--- src/stc_pkg.sv ---
package stc_pkg;
  // Clock and timing figures.
  localparam int unsigned CLK_PERIOD_NS = 25;    // 40 MHz master clock.
  localparam int unsigned T_BLANK_NS    = 1000;  // Comparator mask interval.
  localparam int unsigned BLANK_CYC     = T_BLANK_NS / CLK_PERIOD_NS;
  localparam int unsigned T_OFF_DEF_US  = 30;    // Fixed off interval with timing input high.
  localparam int unsigned OFF_DEF_CYC   = T_OFF_DEF_US * 1000 / CLK_PERIOD_NS;
  localparam int unsigned T_STEP_MIN_NS = 1000;  // Least step high and low width.
  localparam int unsigned STEP_MIN_CYC  =
    (T_STEP_MIN_NS + CLK_PERIOD_NS - 1) / CLK_PERIOD_NS;
  // Fast part of a mixed off interval is 5/16, that is 31.25 percent.
  localparam int unsigned FAST_NUM   = 5;
  localparam int unsigned FAST_SHIFT = 4;
  // Counter widths.
  localparam int unsigned CNT_W = 12;
  localparam int unsigned BLK_W = 6;
  // Translator position index, eight half-step entries, home at 45 degrees.
  localparam logic [2:0] HOME_IDX = 3'h1;
  // Phase level codes and their trip levels in hundredths of a percent.
  localparam logic [1:0]  LVL_ZERO = 2'h0;
  localparam logic [1:0]  LVL_MID  = 2'h1;
  localparam logic [1:0]  LVL_FULL = 2'h2;
  localparam logic [13:0] PCT_ZERO = 14'h0000;
  localparam logic [13:0] PCT_MID  = 14'h1B9F;
  localparam logic [13:0] PCT_FULL = 14'h2710;
  // Bridge gate vector layout.
  localparam int unsigned G_SRC_A = 3;
  localparam int unsigned G_SNK_A = 2;
  localparam int unsigned G_SRC_B = 1;
  localparam int unsigned G_SNK_B = 0;
  // Chopper states.
  typedef enum logic [1:0] {
    CH_ON   = 2'b00,
    CH_FAST = 2'b01,
    CH_SLOW = 2'b10
  } stc_chop_t;
endpackage

--- src/stc_core.sv ---
`timescale 1ns/10ps

////////////////////////////////////////////////////////////////////////////////
// Behaviour
// - Select low full step, high half step.
// - Reset loads home levels and mixed decay.
// - Each step rising edge with reset high advances one increment.
// - Lower new level selects mixed decay.
// - Higher or equal level selects slow decay.
// - Reset low holds home, outputs off.
// - Direction low clockwise, high counterclockwise.
// - Direction sampled only at step edge.
// - On period drives one diagonal pair.
// - Per-bridge latch reset by sense comparator.
// - Slow drops source, mixed first drives the reverse diagonal.
// - Trip level is limit times step percent.
// - Off interval one-shot, then new on period.
// - Mixed decay fast for first 31.25 percent.
// - Output disable blanks bridges, translator runs.
// - Comparators masked 1us after switching.
module stc_core #(
  parameter int unsigned P_OFF_RES_US = 30  // Off interval set by the timing resistor.
) (
  // Clock and reset.
  input  wire logic        i_mclk,
  input  wire logic        i_arst_n,
  // Translator pins.
  input  wire logic        i_step,
  input  wire logic        i_dir,
  input  wire logic        i_step_resolution_select,
  input  wire logic        i_reset_n,
  input  wire logic        i_out_disable,
  // Chopper pins.
  input  wire logic        i_off_time_set_input,
  input  wire logic        i_phase_one_sense_input,
  input  wire logic        i_phase_two_sense_input,
  // Phase trip levels and state, index 0 is phase one.
  output logic      [13:0] o_p1_trip_pct,
  output logic      [13:0] o_p2_trip_pct,
  output logic      [1:0]  o_polarity,
  output logic      [1:0]  o_mixed_decay,
  // Bridge switches, index 0 is bridge one.
  output logic      [1:0]  o_src_a,
  output logic      [1:0]  o_snk_a,
  output logic      [1:0]  o_src_b,
  output logic      [1:0]  o_snk_b
);

  ////////////////////////////////////////////////////////////////////////////////
  // Reset release and pin synchronisers.

  logic       rst_s1_q;   // First reset release stage.
  logic       rst_n;      // Released reset used by the design.
  logic [7:0] pin_s1_q;   // First stage of pin synchronisers.
  logic [7:0] pin_s2_q;   // Second stage, the only stage logic reads.
  logic       step_d1_q;  // Delayed step for edge detection.

  // Reset is asserted at once and released after two edges.
  always_ff @(posedge i_mclk or negedge i_arst_n) begin
    if (!i_arst_n) begin
      rst_s1_q <= 1'b0;
      rst_n    <= 1'b0;
    end else begin
      rst_s1_q <= 1'b1;
      rst_n    <= rst_s1_q;
    end
  end

  // Every pin passes two flip-flops before use.
  always_ff @(posedge i_mclk or negedge rst_n) begin
    if (!rst_n) begin
      pin_s1_q  <= 8'h00;
      pin_s2_q  <= 8'h00;
      step_d1_q <= 1'b0;
    end else begin
      pin_s1_q  <= {i_phase_two_sense_input, i_phase_one_sense_input,
                    i_off_time_set_input, i_out_disable, i_reset_n,
                    i_step_resolution_select, i_dir, i_step};
      pin_s2_q  <= pin_s1_q;
      step_d1_q <= pin_s2_q[0];
    end
  end

  logic       step_s;     // Synchronised step.
  logic       dir_s;      // Synchronised direction.
  logic       half_s;     // High selects half step.
  logic       hold;       // Translator reset pin is low.
  logic       dis_s;      // Outputs disabled.
  logic       off_def_s;  // High selects default off interval.
  logic [1:0] sense_s;    // Sense comparator outputs per phase.
  logic       step_rise;  // One-cycle step rising edge.
  logic       step_acc;   // Step edge that the translator takes.

  assign step_s    = pin_s2_q[0];
  assign dir_s     = pin_s2_q[1];
  assign half_s    = pin_s2_q[2];
  assign hold      = !pin_s2_q[3];
  assign dis_s     = pin_s2_q[4];
  assign off_def_s = pin_s2_q[5];
  assign sense_s   = pin_s2_q[7:6];
  assign step_rise = step_s && !step_d1_q;
  assign step_acc  = step_rise && !hold;

  ////////////////////////////////////////////////////////////////////////////////
  // Translator.

  // Level code of a phase at a table index.
  function automatic logic [1:0] lvl_of(input logic [2:0] idx, input logic ph);
    logic [2:0] k;
    k = ph ? idx - 3'h2 : idx;
    if (idx[0]) lvl_of = stc_pkg::LVL_MID;
    else if (k[1]) lvl_of = stc_pkg::LVL_ZERO;
    else lvl_of = stc_pkg::LVL_FULL;
  endfunction

  // Current sign of a phase at a table index, high for positive.
  function automatic logic pos_of(input logic [2:0] idx, input logic ph);
    logic [2:0] k;
    k = ph ? idx - 3'h2 : idx;
    pos_of = !(k == 3'h3 || k == 3'h4 || k == 3'h5);
  endfunction

  logic [2:0] idx_q, idx_d;      // Table position.
  logic [1:0] lvl_q [2];         // Phase level codes.
  logic [1:0] lvl_d [2];
  logic [1:0] pos_q, pos_d;      // Phase polarities.
  logic [1:0] mixed_q, mixed_d;  // Phase decay, high for mixed.
  logic [2:0] inc;               // Increment of this step.

  // Next translator state from step, direction and resolution.
  always_comb begin
    // Full step from an axis entry moves one to reach a diagonal.
    inc     = (half_s || !idx_q[0]) ? 3'h1 : 3'h2;
    idx_d   = idx_q;
    pos_d   = pos_q;
    mixed_d = mixed_q;
    lvl_d   = lvl_q;
    if (hold) begin
      idx_d   = stc_pkg::HOME_IDX;
      mixed_d = 2'b11;
    end else if (step_acc) begin
      idx_d = dir_s ? idx_q + inc : idx_q - inc;
    end
    for (int p = 0; p < 2; p++) begin
      if (hold || step_acc) begin
        lvl_d[p] = lvl_of(idx_d, p[0]);
        pos_d[p] = pos_of(idx_d, p[0]);
      end
      if (step_acc) begin
        mixed_d[p] = lvl_d[p] < lvl_q[p];
      end
    end
  end

  // Translator registers load home at reset.
  always_ff @(posedge i_mclk or negedge rst_n) begin
    if (!rst_n) begin
      idx_q    <= stc_pkg::HOME_IDX;
      lvl_q[0] <= stc_pkg::LVL_MID;
      lvl_q[1] <= stc_pkg::LVL_MID;
      pos_q    <= 2'b11;
      mixed_q  <= 2'b11;
    end else begin
      idx_q   <= idx_d;
      lvl_q   <= lvl_d;
      pos_q   <= pos_d;
      mixed_q <= mixed_d;
    end
  end

  ////////////////////////////////////////////////////////////////////////////////
  // Chopper, one per bridge.

  logic [stc_pkg::CNT_W-1:0]    off_cyc;   // Off interval in cycles.
  logic [stc_pkg::CNT_W-1:0]    fast_cyc;  // Fast part of a mixed interval.
  logic [stc_pkg::CNT_W+2:0]    fast_w;    // Wide product for the fast part.
  logic [3:0]                   gate [2];  // Wanted switch states per bridge.
  stc_pkg::stc_chop_t           st_mon;    // Bridge one state, for checking.
  localparam logic [stc_pkg::CNT_W-1:0] OFF_RES_CYC =
    stc_pkg::CNT_W'(P_OFF_RES_US * 1000 / stc_pkg::CLK_PERIOD_NS);

  assign off_cyc  = off_def_s ? stc_pkg::CNT_W'(stc_pkg::OFF_DEF_CYC) : OFF_RES_CYC;
  assign fast_w   = (stc_pkg::CNT_W+3)'(off_cyc) * (stc_pkg::CNT_W+3)'(stc_pkg::FAST_NUM);
  assign fast_cyc = stc_pkg::CNT_W'(fast_w >> stc_pkg::FAST_SHIFT);

  for (genvar p = 0; p < 2; p++) begin : g_phase
    stc_pkg::stc_chop_t        st_q, st_d;    // Latch state.
    logic [stc_pkg::CNT_W-1:0] cnt_q, cnt_d;  // Off interval count.
    logic [stc_pkg::BLK_W-1:0] blk_q, blk_d;  // Mask count.
    logic                      trip;          // Comparator reached trip level.

    // A trip counts only when the mask has run out.
    assign trip = sense_s[p] && (blk_q == '0);

    // Next latch state, off count and mask count.
    always_comb begin
      st_d  = st_q;
      cnt_d = cnt_q;
      blk_d = (blk_q != '0) ? blk_q - 1'b1 : blk_q;
      if (hold) begin
        st_d  = stc_pkg::CH_ON;
        blk_d = stc_pkg::BLK_W'(stc_pkg::BLANK_CYC - 1);
      end else begin
        case (st_q)
          stc_pkg::CH_ON: begin
            if (trip) begin
              st_d  = mixed_q[p] ? stc_pkg::CH_FAST : stc_pkg::CH_SLOW;
              cnt_d = '0;
            end
          end
          stc_pkg::CH_FAST: begin
            cnt_d = cnt_q + 1'b1;
            if (cnt_d >= fast_cyc) st_d = stc_pkg::CH_SLOW;
          end
          stc_pkg::CH_SLOW: begin
            cnt_d = cnt_q + 1'b1;
            if (cnt_d >= off_cyc) begin
              st_d  = stc_pkg::CH_ON;
              blk_d = stc_pkg::BLK_W'(stc_pkg::BLANK_CYC - 1);
            end
          end
          default: st_d = stc_pkg::CH_ON;
        endcase
      end
    end

    // Latch state registers.
    always_ff @(posedge i_mclk or negedge rst_n) begin
      if (!rst_n) begin
        st_q  <= stc_pkg::CH_ON;
        cnt_q <= '0;
        blk_q <= stc_pkg::BLK_W'(stc_pkg::BLANK_CYC - 1);
      end else begin
        st_q  <= st_d;
        cnt_q <= cnt_d;
        blk_q <= blk_d;
      end
    end

    // Switch pattern: diagonal on, reverse diagonal in fast, both sinks in slow.
    always_comb begin
      gate[p] = 4'h0;
      case (st_q)
        stc_pkg::CH_ON: begin
          gate[p][pos_q[p] ? stc_pkg::G_SRC_A : stc_pkg::G_SRC_B] = 1'b1;
          gate[p][pos_q[p] ? stc_pkg::G_SNK_B : stc_pkg::G_SNK_A] = 1'b1;
        end
        stc_pkg::CH_FAST: begin
          gate[p][pos_q[p] ? stc_pkg::G_SRC_B : stc_pkg::G_SRC_A] = 1'b1;
          gate[p][pos_q[p] ? stc_pkg::G_SNK_A : stc_pkg::G_SNK_B] = 1'b1;
        end
        stc_pkg::CH_SLOW: begin
          gate[p][stc_pkg::G_SNK_A] = 1'b1;
          gate[p][stc_pkg::G_SNK_B] = 1'b1;
        end
        default: gate[p] = 4'h0;
      endcase
      if (hold || dis_s) gate[p] = 4'h0;
    end
  end

  assign st_mon = g_phase[0].st_q;

  ////////////////////////////////////////////////////////////////////////////////
  // Output stage.

  // Trip level of a level code.
  function automatic logic [13:0] pct_of(input logic [1:0] l);
    case (l)
      stc_pkg::LVL_FULL: pct_of = stc_pkg::PCT_FULL;
      stc_pkg::LVL_MID:  pct_of = stc_pkg::PCT_MID;
      default:           pct_of = stc_pkg::PCT_ZERO;
    endcase
  endfunction

  // Every output is registered; bridges start off.
  always_ff @(posedge i_mclk or negedge rst_n) begin
    if (!rst_n) begin
      o_p1_trip_pct <= stc_pkg::PCT_MID;
      o_p2_trip_pct <= stc_pkg::PCT_MID;
      o_polarity    <= 2'b11;
      o_mixed_decay <= 2'b11;
      o_src_a       <= 2'b00;
      o_snk_a       <= 2'b00;
      o_src_b       <= 2'b00;
      o_snk_b       <= 2'b00;
    end else begin
      o_p1_trip_pct <= pct_of(lvl_q[0]);
      o_p2_trip_pct <= pct_of(lvl_q[1]);
      o_polarity    <= pos_q;
      o_mixed_decay <= mixed_q;
      o_src_a       <= {gate[1][stc_pkg::G_SRC_A], gate[0][stc_pkg::G_SRC_A]};
      o_snk_a       <= {gate[1][stc_pkg::G_SNK_A], gate[0][stc_pkg::G_SNK_A]};
      o_src_b       <= {gate[1][stc_pkg::G_SRC_B], gate[0][stc_pkg::G_SRC_B]};
      o_snk_b       <= {gate[1][stc_pkg::G_SNK_B], gate[0][stc_pkg::G_SNK_B]};
    end
  end

  ////////////////////////////////////////////////////////////////////////////////
  // Checks.

  a_home_on_reset: assert property (@(posedge i_mclk) disable iff (!rst_n)
    hold |=> idx_q == stc_pkg::HOME_IDX && mixed_q == 2'b11)
    else $error("Translator not at home during reset.");
  a_reset_outputs_off: assert property (@(posedge i_mclk) disable iff (!rst_n)
    hold ##1 hold |=> (o_src_a | o_src_b | o_snk_a | o_snk_b) == 2'b00)
    else $error("Bridges driven during reset.");
  a_half_ccw: assert property (@(posedge i_mclk) disable iff (!rst_n)
    step_acc && dir_s && half_s |=> idx_q == $past(idx_q) + 3'h1)
    else $error("Half step counterclockwise wrong.");
  a_half_cw: assert property (@(posedge i_mclk) disable iff (!rst_n)
    step_acc && !dir_s && half_s |=> idx_q == $past(idx_q) - 3'h1)
    else $error("Half step clockwise wrong.");
  a_full_diag: assert property (@(posedge i_mclk) disable iff (!rst_n)
    step_acc && !half_s |=> idx_q[0])
    else $error("Full step left a diagonal entry.");
  a_decay_choice: assert property (@(posedge i_mclk) disable iff (!rst_n)
    step_acc |=> mixed_q[0] == (lvl_q[0] < $past(lvl_q[0])))
    else $error("Phase one decay choice wrong.");
  a_decay_held: assert property (@(posedge i_mclk) disable iff (!rst_n)
    !step_acc && !hold |=> $stable(mixed_q) && $stable(idx_q))
    else $error("Translator moved without a step.");
  a_disable_off: assert property (@(posedge i_mclk) disable iff (!rst_n)
    dis_s |=> (o_src_a | o_src_b | o_snk_a | o_snk_b) == 2'b00)
    else $error("Bridges driven while disabled.");
  a_blank_mask: assert property (@(posedge i_mclk) disable iff (!rst_n)
    st_mon == stc_pkg::CH_ON && g_phase[0].blk_q != '0 |=> st_mon == stc_pkg::CH_ON)
    else $error("Trip taken inside mask interval.");
  a_off_no_source: assert property (@(posedge i_mclk) disable iff (!rst_n)
    st_mon == stc_pkg::CH_SLOW |=> !o_src_a[0] && !o_src_b[0])
    else $error("Source on during slow decay.");
  a_on_diagonal: assert property (@(posedge i_mclk) disable iff (!rst_n)
    st_mon == stc_pkg::CH_ON && !hold && !dis_s |=>
      o_src_a[0] == o_snk_b[0] && o_src_b[0] == o_snk_a[0] && o_src_a[0] != o_src_b[0])
    else $error("On period not a diagonal pair.");

endmodule // stc_core

--- config.mk ---
export PLATFORM = sky130hd
export DESIGN_NAME = stc_core
export DESIGN_NICKNAME = d
export VERILOG_FILES = /design/src/stc_pkg.sv /design/src/stc_core.sv
export SDC_FILE = /design/constraint.sdc
export NUM_CORES = 1
export LEC_CHECK = 0
export ABC_CLOCK_PERIOD_IN_PS = 3200
export BUFFER_PORTS_ARGS = -buffer_cell sky130_fd_sc_hd__buf_4
export CORE_AREA = 2 2 76 115
export DETAILED_ROUTE_END_ITERATION = 16
export DIE_AREA = 0 0 78 117
export GPL_TIMING_DRIVEN = 0
export PLACE_DENSITY = 0.77
export SYNTH_ARGS = -nofsm -noshare
export SYNTH_HDL_FRONTEND = slang
export SYNTH_SLANG_ARGS = --single-unit
--- constraint.sdc ---
create_clock -name i_mclk -period 3.2 [get_ports i_mclk]
set_clock_uncertainty 0.15 [all_clocks]
set_input_delay 0.32 -clock i_mclk [delete_from_list [all_inputs] [get_ports i_mclk]]
set_output_delay 0.32 -clock i_mclk [all_outputs]
set_load 0.01 [all_outputs]
# Yosys cells after proc, flatten, opt, wreduce, memory -nomap -nowiden
# Cells that the tools add are included.
[totals]
regBits = 110
output_inout_bits = 40
word_cells = 191
input_bits = 10
[op_classes]
eq_ne = 23
addsub = 7
n_bitwise = 4
reduce_logical = 38
order_cmp = 22
muxes = 73
[ops]
columns = ["cell", "count"]
rows = [
  ["14-bit one-hot mux with 2 select lines", 2],
  ["2-bit two-way mux", 26],
  ["6-bit two-way mux", 8],
  ["12-bit one-hot mux with 2 select lines", 2],
  ["12-bit by 1-bit adder with 12-bit output (second input constant)", 2],
  ["12-bit by 11-bit greater-or-equal comparator with 1-bit output (second input constant)", 2],
  ["12-bit by 9-bit greater-or-equal comparator with 1-bit output (second input constant)", 2],
  ["2-bit by 3-bit less-than comparator with 1-bit output (second input constant)", 8],
  ["12-bit two-way mux", 2],
  ["3-bit inequality test (second input constant)", 6],
  ["1-bit demux with 2-bit select", 8],
  ["2-bit by 1-bit greater-or-equal comparator with 1-bit output (second input constant)", 8],
  ["4-bit OR", 4],
  ["3-bit equality test (second input constant)", 4],
  ["1-bit logical AND", 12],
  ["6-bit logical NOT", 2],
  ["1-bit one-hot mux with 3 select lines", 4],
  ["2-bit one-hot mux with 3 select lines", 2],
  ["3-bit AND reduction", 4],
  ["6-bit nonzero test", 2],
  ["6-bit by 1-bit subtractor with 6-bit output (second input constant)", 2],
  ["1-bit two-way mux", 10],
  ["3-bit two-way mux", 3],
  ["2-bit by 1-bit equality test with 1-bit output (second input constant)", 4],
  ["15 further kinds", 38],
]

# Longest topological paths before layout
# Gate-level depths: netlist of run 1.
[depth]
depth_word = 13
ltp_mapped = 10
ltp_nobuf = 9

# Worst setup path after synthesis of run 1
# OpenSTA, ideal clock, no wires.
[synth_path]
path_kind = "register to register"
from = "register idx_q[0]"
to = "register mixed_q[0]"
period_less_slack_ns = 2.329
path_stages_with_launch = 10
required_ns = 2.988
t_arrival_ns = 2.117
path_buffers = 0
setup_slack_ns = 0.871
setup_time_ns = 0.062
path_cell_list = "dfstp_2 -> inv_1 -> o21ai_0 -> fa_1 -> nor3_1 -> o21a_1 -> ha_1 -> a211oi_1 -> a21oi_1 -> nand2_1"
[synth_lines]
columns = ["element", "line", "source"]
rows = [
  ["start: declaration", "stc_core.sv:123", "logic [2:0] idx_q, idx_d;"],
  ["start signal: assignment", "stc_core.sv:158", "idx_q <= stc_pkg::HOME_IDX;"],
  ["start signal: assignment", "stc_core.sv:164", "idx_q <= idx_d;"],
  ["end signal: assignment", "stc_core.sv:167", "mixed_q <= mixed_d;"],
  ["end: declaration", "stc_core.sv:127", "logic [1:0] mixed_q, mixed_d;"],
]

# Worst setup path after layout of run 1
[layout_path]
from = "register g_phase[1].cnt_q[0] (netlist name)"
to = "register g_phase[1].blk_q[3] (netlist name)"
[layout_between]
elab_chain_cells = 5
[layout_rtl]
columns = ["element", "line", "source"]
rows = [
  ["start: declaration", "stc_core.sv:188", "logic [stc_pkg::CNT_W-1:0] cnt_q, cnt_d;"],
  ["start signal: assignment", "stc_core.sv:235", "cnt_q <= cnt_d;"],
  ["12-bit by 1-bit adder with 12-bit output", "stc_core.sv:216", "cnt_d = cnt_q + 1'b1;"],
  ["12-bit by 11-bit greater-or-equal comparator with 1-bit output", "stc_core.sv:217", "if (cnt_d >= off_cyc) begin"],
  ["6-bit two-way mux", "stc_core.sv:217", ""],
  ["6-bit two-way mux", "stc_core.sv:204", "case (st_q)"],
  ["6-bit two-way mux", "stc_core.sv:200", "if (hold) begin"],
  ["named net g_phase[1].blk_d, one bit", "stc_core.sv:189", "logic [stc_pkg::BLK_W-1:0] blk_q, blk_d;"],
  ["end signal: assignment", "stc_core.sv:232", "blk_q <= stc_pkg::BLK_W'(stc_pkg::BLANK_CYC - 1);"],
  ["end signal: assignment", "stc_core.sv:236", "blk_q <= blk_d;"],
  ["end: declaration", "stc_core.sv:189", ""],
]
# The timed path passes the listed nets, and every way through them passes these cells.
# A chain may end at the register's enable or synchronous reset.

==> metrics.cfg, run 1 <==
[run_status]
outcome=finished clean

[routing]
drt-initial-drc-count=221
wl_met2_um=5350
routed.top_layer=met4
via_per_inst=5.51
dr_wl_met3_um=342
ant_nets=0
drc=0
vias=3689
wl_met1_um=3980
wl_per_cell_um=14.6
drtPass1Iterations=4
drt_wl_total_um=9780

[setup_path]
criticalPathCategory=flop to flop
required_ns=3.33
cp-start-kind=flop
regToRegSetupSlack_ns=0.43
end_kind=flop
worst-path-max-fanout=9
r2r-end=g_phase[1].blk_q[3]
arrival_ns=2.90
reg2regPathDepth=9
reg2reg_from=g_phase[1].cnt_q[0]

[timing]
final_max_slew_viol_count=0
period_minus_slack_ns=2.77
rsz0062_at_grt=no
setup_slack_ns=0.429
hold_viol=0
clock.fmax_mhz=361
tightestPinTransition_ns=0.524
setup_viol=0
max_slew_margin_pct=64.8
fin_crit_sh_pct=86.6

[yosys]
synth_area_sq_um=4690
synth.mux.area_fraction_pct=1.92
synth-xor-area-share_pct=3.92
netlist-cell-type-count=59
yosys.area_share.simple_pct=17.6
synth_top_area_share_pct=33.6
postSynthAreaPerCell_sq_um=9.57
synthAdderAreaFrac_pct=6.30
ys_seq_elements=86
synth_edf_count=0
postSynthCellCount=490
yosys.area.top_type=dfrtp_1
synth_top_family_by_area=simple AND/OR/NAND/NOR gates
synth_compound_area_share_pct=15.2
synthFlopType=dfrtp_1
seq_area_frac_synth_pct=46.5
synthArstFlopShare_pct=100
yosys_warnings=0
synth.area.top_cells=dfrtp_1 34%, dfstp_2 13%, ha_1 5.9%

[job]
maxCapViolCount=0

[floorplan]
rows=41
start_util_pct=57.1
dieHeight_um=117
die_x_um=78
io_pins=50
core_sq_um=8210
die_area_sq_um=9130

[power_and_ir_drop]
p_leak_nw=2.49
irDropWorstVdd_uv=433
powerDensity_nw_per_um2=530

[grt]
grt_pass1_vias=3533
grt_overflow=0
antenna_found_initial=0
grt_usage_pct=23.0
grt_max_degree=61
grt_pass1_wl_um=16500

[cells_and_area]
layout.nets=590
fin_cells=669
num_antenna_cells=0
drive_above_1_share_pct=23.0
area_growth_pct=18.8

[clock_network]
clock_latency_ns=0.34
htree_num_levels=3
cts-root-buf=clkbuf_16
clockBufferDepth=2
clock-sinks=86
clk_pin_slew_ns=0.06
cts_made_buffers=9
cts_tree=built

[placement]
hpwl_um=6930
place_ws_ns=0.449
dp_cells=645
numPortBuffers=44
gp_congestion=0.912

[min_path]
hold_class=flop to asynchronous set/reset pin

[flip-flops by register name, summed over array words and instances (netlist names), 3 cells and up]
signal and count:
idx_q 3, g_phase.st_q 4, pin_s2_q 7, o_p1_trip_pct 3, g_phase.blk_q 12, lvl_q 4
g_phase.cnt_q 24, pin_s1_q 7, o_p2_trip_pct 3
[routing by layer]
layer  vias up  global-route usage, %
met5         -                      0
met4         0                   8.77
met3         9                   4.68
met2        68                   41.1
met1      1802                   27.6
li1       1810                      -
[cell families (layout without fill, tap and decap cells)]
| logic type | after synthesis | in the layout |
|---|---|---|
| AOI/OAI and AO/OA | 110 | 110 |
| xor gates and xnor gates | 21 | 21 |
| adders and majority gates | 23 | 23 |
| buffers and inverters | 76 | 145 |
| DFF | 86 | 86 |
| muxes | 9 | 9 |
| other | 2 | 5 |
| and+or+nand+nor | 163 | 163 |
[where the power goes]
group          internal (mW)  switching [mW]  leakage [nW]  total (mW)
combinational          0.291           0.366          1.28       0.657
clock                  0.576           0.434         0.144        1.01
sequential              1.19          0.0914          1.07        1.28
total                   2.06           0.891          2.49        2.95
[worst max-delay path: stages, from the launching register on]
cell and delay, ns:
dfrtp_1 0.48, ha_1 0.19, clkbuf_2 0.19, nand4_1 0.29, nor2_1 0.23, a31oi_1 0.11, o31ai_1 0.37, nand2_1 0.11
a21boi_1 0.36, and3_1 0.22
[cell type report]
cell class	instances	area (sq um)
Buffer	48	285
Clock buffer	11	253
Clock inverter	5	41.3
Fill cell	681	2640
Inverter	28	105
Multi-Input combinational cell	331	2130
Sequential cell	86	2180
Tap cell	107	134
Timing Repair Buffer	53	438
[Yosys cell counts (all sizes together), types with 4 or more instances]
library cell  instances
o41ai                 4
nor2                 29
dfrtp                63
inv                  28
o31ai                11
xor2                  8
nor3                 11
nand3                23
mux2i                 9
and2                  8
nand4                 7
nand3b                5
a211oi                7
dfstp                23
clkbuf               14
o21ai                45
nor2b                 8
nand2b                7
a21oi                11
buf                  34
and3                  9
nand2                44
ha                   22
a21boi                4
xnor2                13
a31oi                 6
[how the worst max path moves through the flow]
stage / startpoint / end / slack, ns / cells after the start
finish: g_phase[1].cnt_q[0] / g_phase[1].blk_q[3] / 0.43 / 9
detailed placement: g_phase[1].cnt_q[0] / g_phase[1].blk_q[5] / 0.45 / 9
global placement: rst_n / g_phase[1].blk_q[3] / -0.33 / 0
CTS: g_phase[1].cnt_q[0] / g_phase[1].blk_q[4] / 0.42 / 9
global route: g_phase[1].cnt_q[0] / g_phase[1].blk_q[3] / 0.11 / 9
floorplan: rst_n / g_phase[0].blk_q[3] / 0.52 / 0
[layout by cell type, fill, tap and decap left out, drive strengths merged, types with 3 or more instances in the layout]
cell,instances
dfrtp,63
dfstp,23
inv,30
or3,3
conb,5
o41ai,4
dlygate4sd3,8
xnor2,13
clkbuf,25
o21ai,45
xor2,8
o21a,3
and3,9
a211oi,7
nor2b,8
o31ai,11
ha,22
o22ai,3
a31oi,6
nand4,7
nor2,29
nand3b,5
nor3,11
nand2b,7
a21boi,4
and2,8
mux2i,9
a21oi,11
nand2,44
buf,79
nand3,23
[per-stage QoR]
stage | setup TNS, ns | hold slack (ns) | area [sq um] | util (%) | power, mW
after global placement | -19.67 | -0.0476 | 5160 | 62.9 | 1.91
after floorplan | 0 | -0.126 | 4700 | - | 1.73
after detailed placement | 0 | -0.0461 | 5190 | 63.3 | 1.94
after CTS | 0 | 0.113 | 5570 | 67.9 | 2.97
final | 0 | 0.102 | 5570 | 67.9 | 2.95
after global routing | 0 | 0.134 | 5570 | 67.9 | 3.12
[what timing repair did]
item | in CTS | in global routing
gates resized for setup | 0 | 0
hold buffers | 8 | 0
endpoints found under the hold margin | 9 | 0
buffers inserted | 0 | 0
Power figures use the tool's default switching activity.
==> inputs of run 2 (changes only) <==
--- a/config.mk
+++ b/config.mk
@@ -12,6 +12,7 @@
 export DIE_AREA = 0 0 78 117
 export GPL_TIMING_DRIVEN = 0
 export PLACE_DENSITY = 0.77
+export RECOVER_POWER = 50
 export SYNTH_ARGS = -nofsm -noshare
 export SYNTH_HDL_FRONTEND = slang
 export SYNTH_SLANG_ARGS = --single-unit
==> run 2 against run 1 <==
Fmax down 0.20%. Sequential cell count unchanged. Critical endpoint unchanged. Core utilization down 0.37 points. Critical path type unchanged.
==> metrics.cfg, run 2 (synthesis gave the netlist of run 1 again) <==
[setup_path]
required_ns=3.33
reg2reg_from=g_phase[1].cnt_q[0]
criticalPathCategory=flop to flop
end_kind=flop
arrival_ns=2.91
cp-start-kind=flop
r2r-end=g_phase[1].blk_q[3]
reg2regPathDepth=9
regToRegSetupSlack_ns=0.42
worst-path-max-fanout=9

[cells_and_area]
biggestRegsByFlops=g_phase.cnt_q: 24 flops, g_phase.blk_q: 12 flops
final_common_cell=dfrtp_1
num_antenna_cells=0
layout_common_cells=63 x dfrtp_1, 60 x buf_4, 44 x o21ai_0, 43 x nand2_1
fin_cells=669
layout.nets=590
largest_reg_flops=24
drive_above_1_share_pct=21.5
area_growth_pct=18.1
final_util_pct=67.5
fill_cells=686
largest-register=g_phase.cnt_q

[placement]
place_ws_ns=0.449
dp_cells=645
hpwl_um=6930
gp_congestion=0.912
numPortBuffers=44

[clock_network]
htree_num_levels=3
ctsHoldBuffers=8
clk_pin_slew_ns=0.07
cts-root-buf=clkbuf_16
cts_resized=0
clockBufferDepth=2
cts_tree=built
clock-sinks=86
postCtsSetupBuffers=0
cts_made_buffers=9
clock_latency_ns=0.34

[floorplan]
dieHeight_um=117
die_x_um=78
core_sq_um=8210
die_area_sq_um=9130
rows=41
start_util_pct=57.1
io_pins=50

[job]
maxCapViolCount=0

[grt]
antenna_found_initial=0
grt_max_degree=61
grt_usage_pct=23.0
grt_pass1_vias=3533
grt_overflow=0
grt_pass1_wl_um=16500

[power_and_ir_drop]
powerDensity_nw_per_um2=531
irDropWorstVdd_uv=433
fin_total_pwr_mw=2.94
p_leak_nw=2.47

[routing]
vias=3689
drc=0
drt-initial-drc-count=259
ant_nets=0
drtPass1Iterations=4
via_per_inst=5.51
wl_per_cell_um=14.6
drt_wl_total_um=9770

[timing]
setup_slack_ns=0.423
tightestPinTransition_ns=1.39
max_slew_margin_pct=7.26
period_minus_slack_ns=2.78
fin_crit_sh_pct=86.8
setup_viol=0
clock.fmax_mhz=360
hold_viol=0
rsz0062_at_grt=no
final_max_slew_viol_count=0
whs_ns=0.142

[min_path]
hold_class=input port to asynchronous set/reset pin

[run_status]
outcome=finished clean

run 2: cell types whose count changed in the layout (fill, tap and decap cells not counted):
cell / change
dfstp_2: -6
dfstp_1: +6
buf_16: -1
dfrtp_4: -1
dfrtp_1: +1
clkbuf_4: +7
buf_4: -8
clkbuf_1: +1
clkbuf_2: +1
run 2: metal layers:
metal | vias up | track usage [%] | share of wire, %
li1 | 1809 | - | -
met1 | 1794 | 27.6 | 41
met2 | 77 | 41.1 | 55
met3 | 9 | 4.68 | 3.4
met4 | 0 | 8.77 | 1.0
met5 | - | 0 | 0
run 2: area by class of cell:
cell class | count | area [sq um] | area share, %
buffer | 48 | 285 | 5.15
inverter | 28 | 105 | 1.90
clock buffer | 11 | 253 | 4.56
tap | 107 | 134 | 2.42
timing repair buffer | 53 | 412 | 7.43
sequential | 86 | 2180 | 39.4
clock inverter | 5 | 41.3 | 0.745
multi-input combinational | 331 | 2130 | 38.4
run 2: through the flow:
step / setup TNS, ns / area (sq um)
5_1_grt: 0 / 5540
4_1_cts: 0 / 5570
3_3_place_gp: -19.67 / 5160
6_report: 0 / 5540
2_1_floorplan: 0 / 4700
3_5_place_dp: 0 / 5190
run 2: where the power goes:
part / internal [mW] / switching, mW / leakage, nW
clock network: 0.576 / 0.435 / 0.144
logic: 0.287 / 0.366 / 1.26
registers: 1.19 / 0.0904 / 1.07
run 2: worst max-delay path by stage:
stage / startpoint / endpoint / slack [ns] / depth (start not counted)
after floorplan: rst_n / g_phase[0].blk_q[3] / 0.52 / 0
after global placement: rst_n / g_phase[1].blk_q[3] / -0.33 / 0
after detailed placement: g_phase[1].cnt_q[0] / g_phase[1].blk_q[5] / 0.45 / 9
after CTS: g_phase[1].cnt_q[0] / g_phase[1].blk_q[4] / 0.42 / 9
after global routing: g_phase[1].cnt_q[0] / g_phase[1].blk_q[3] / 0.11 / 9
final: g_phase[1].cnt_q[0] / g_phase[1].blk_q[3] / 0.42 / 9
run 2: critical path, cell delays in order (launching register included):
cell and delay [ns]:
dfrtp_1 0.48, ha_1 0.19, clkbuf_2 0.19, nand4_1 0.29, nor2_1 0.23, a31oi_1 0.11, o31ai_1 0.37, nand2_1 0.11
a21boi_1 0.36, and3_1 0.22
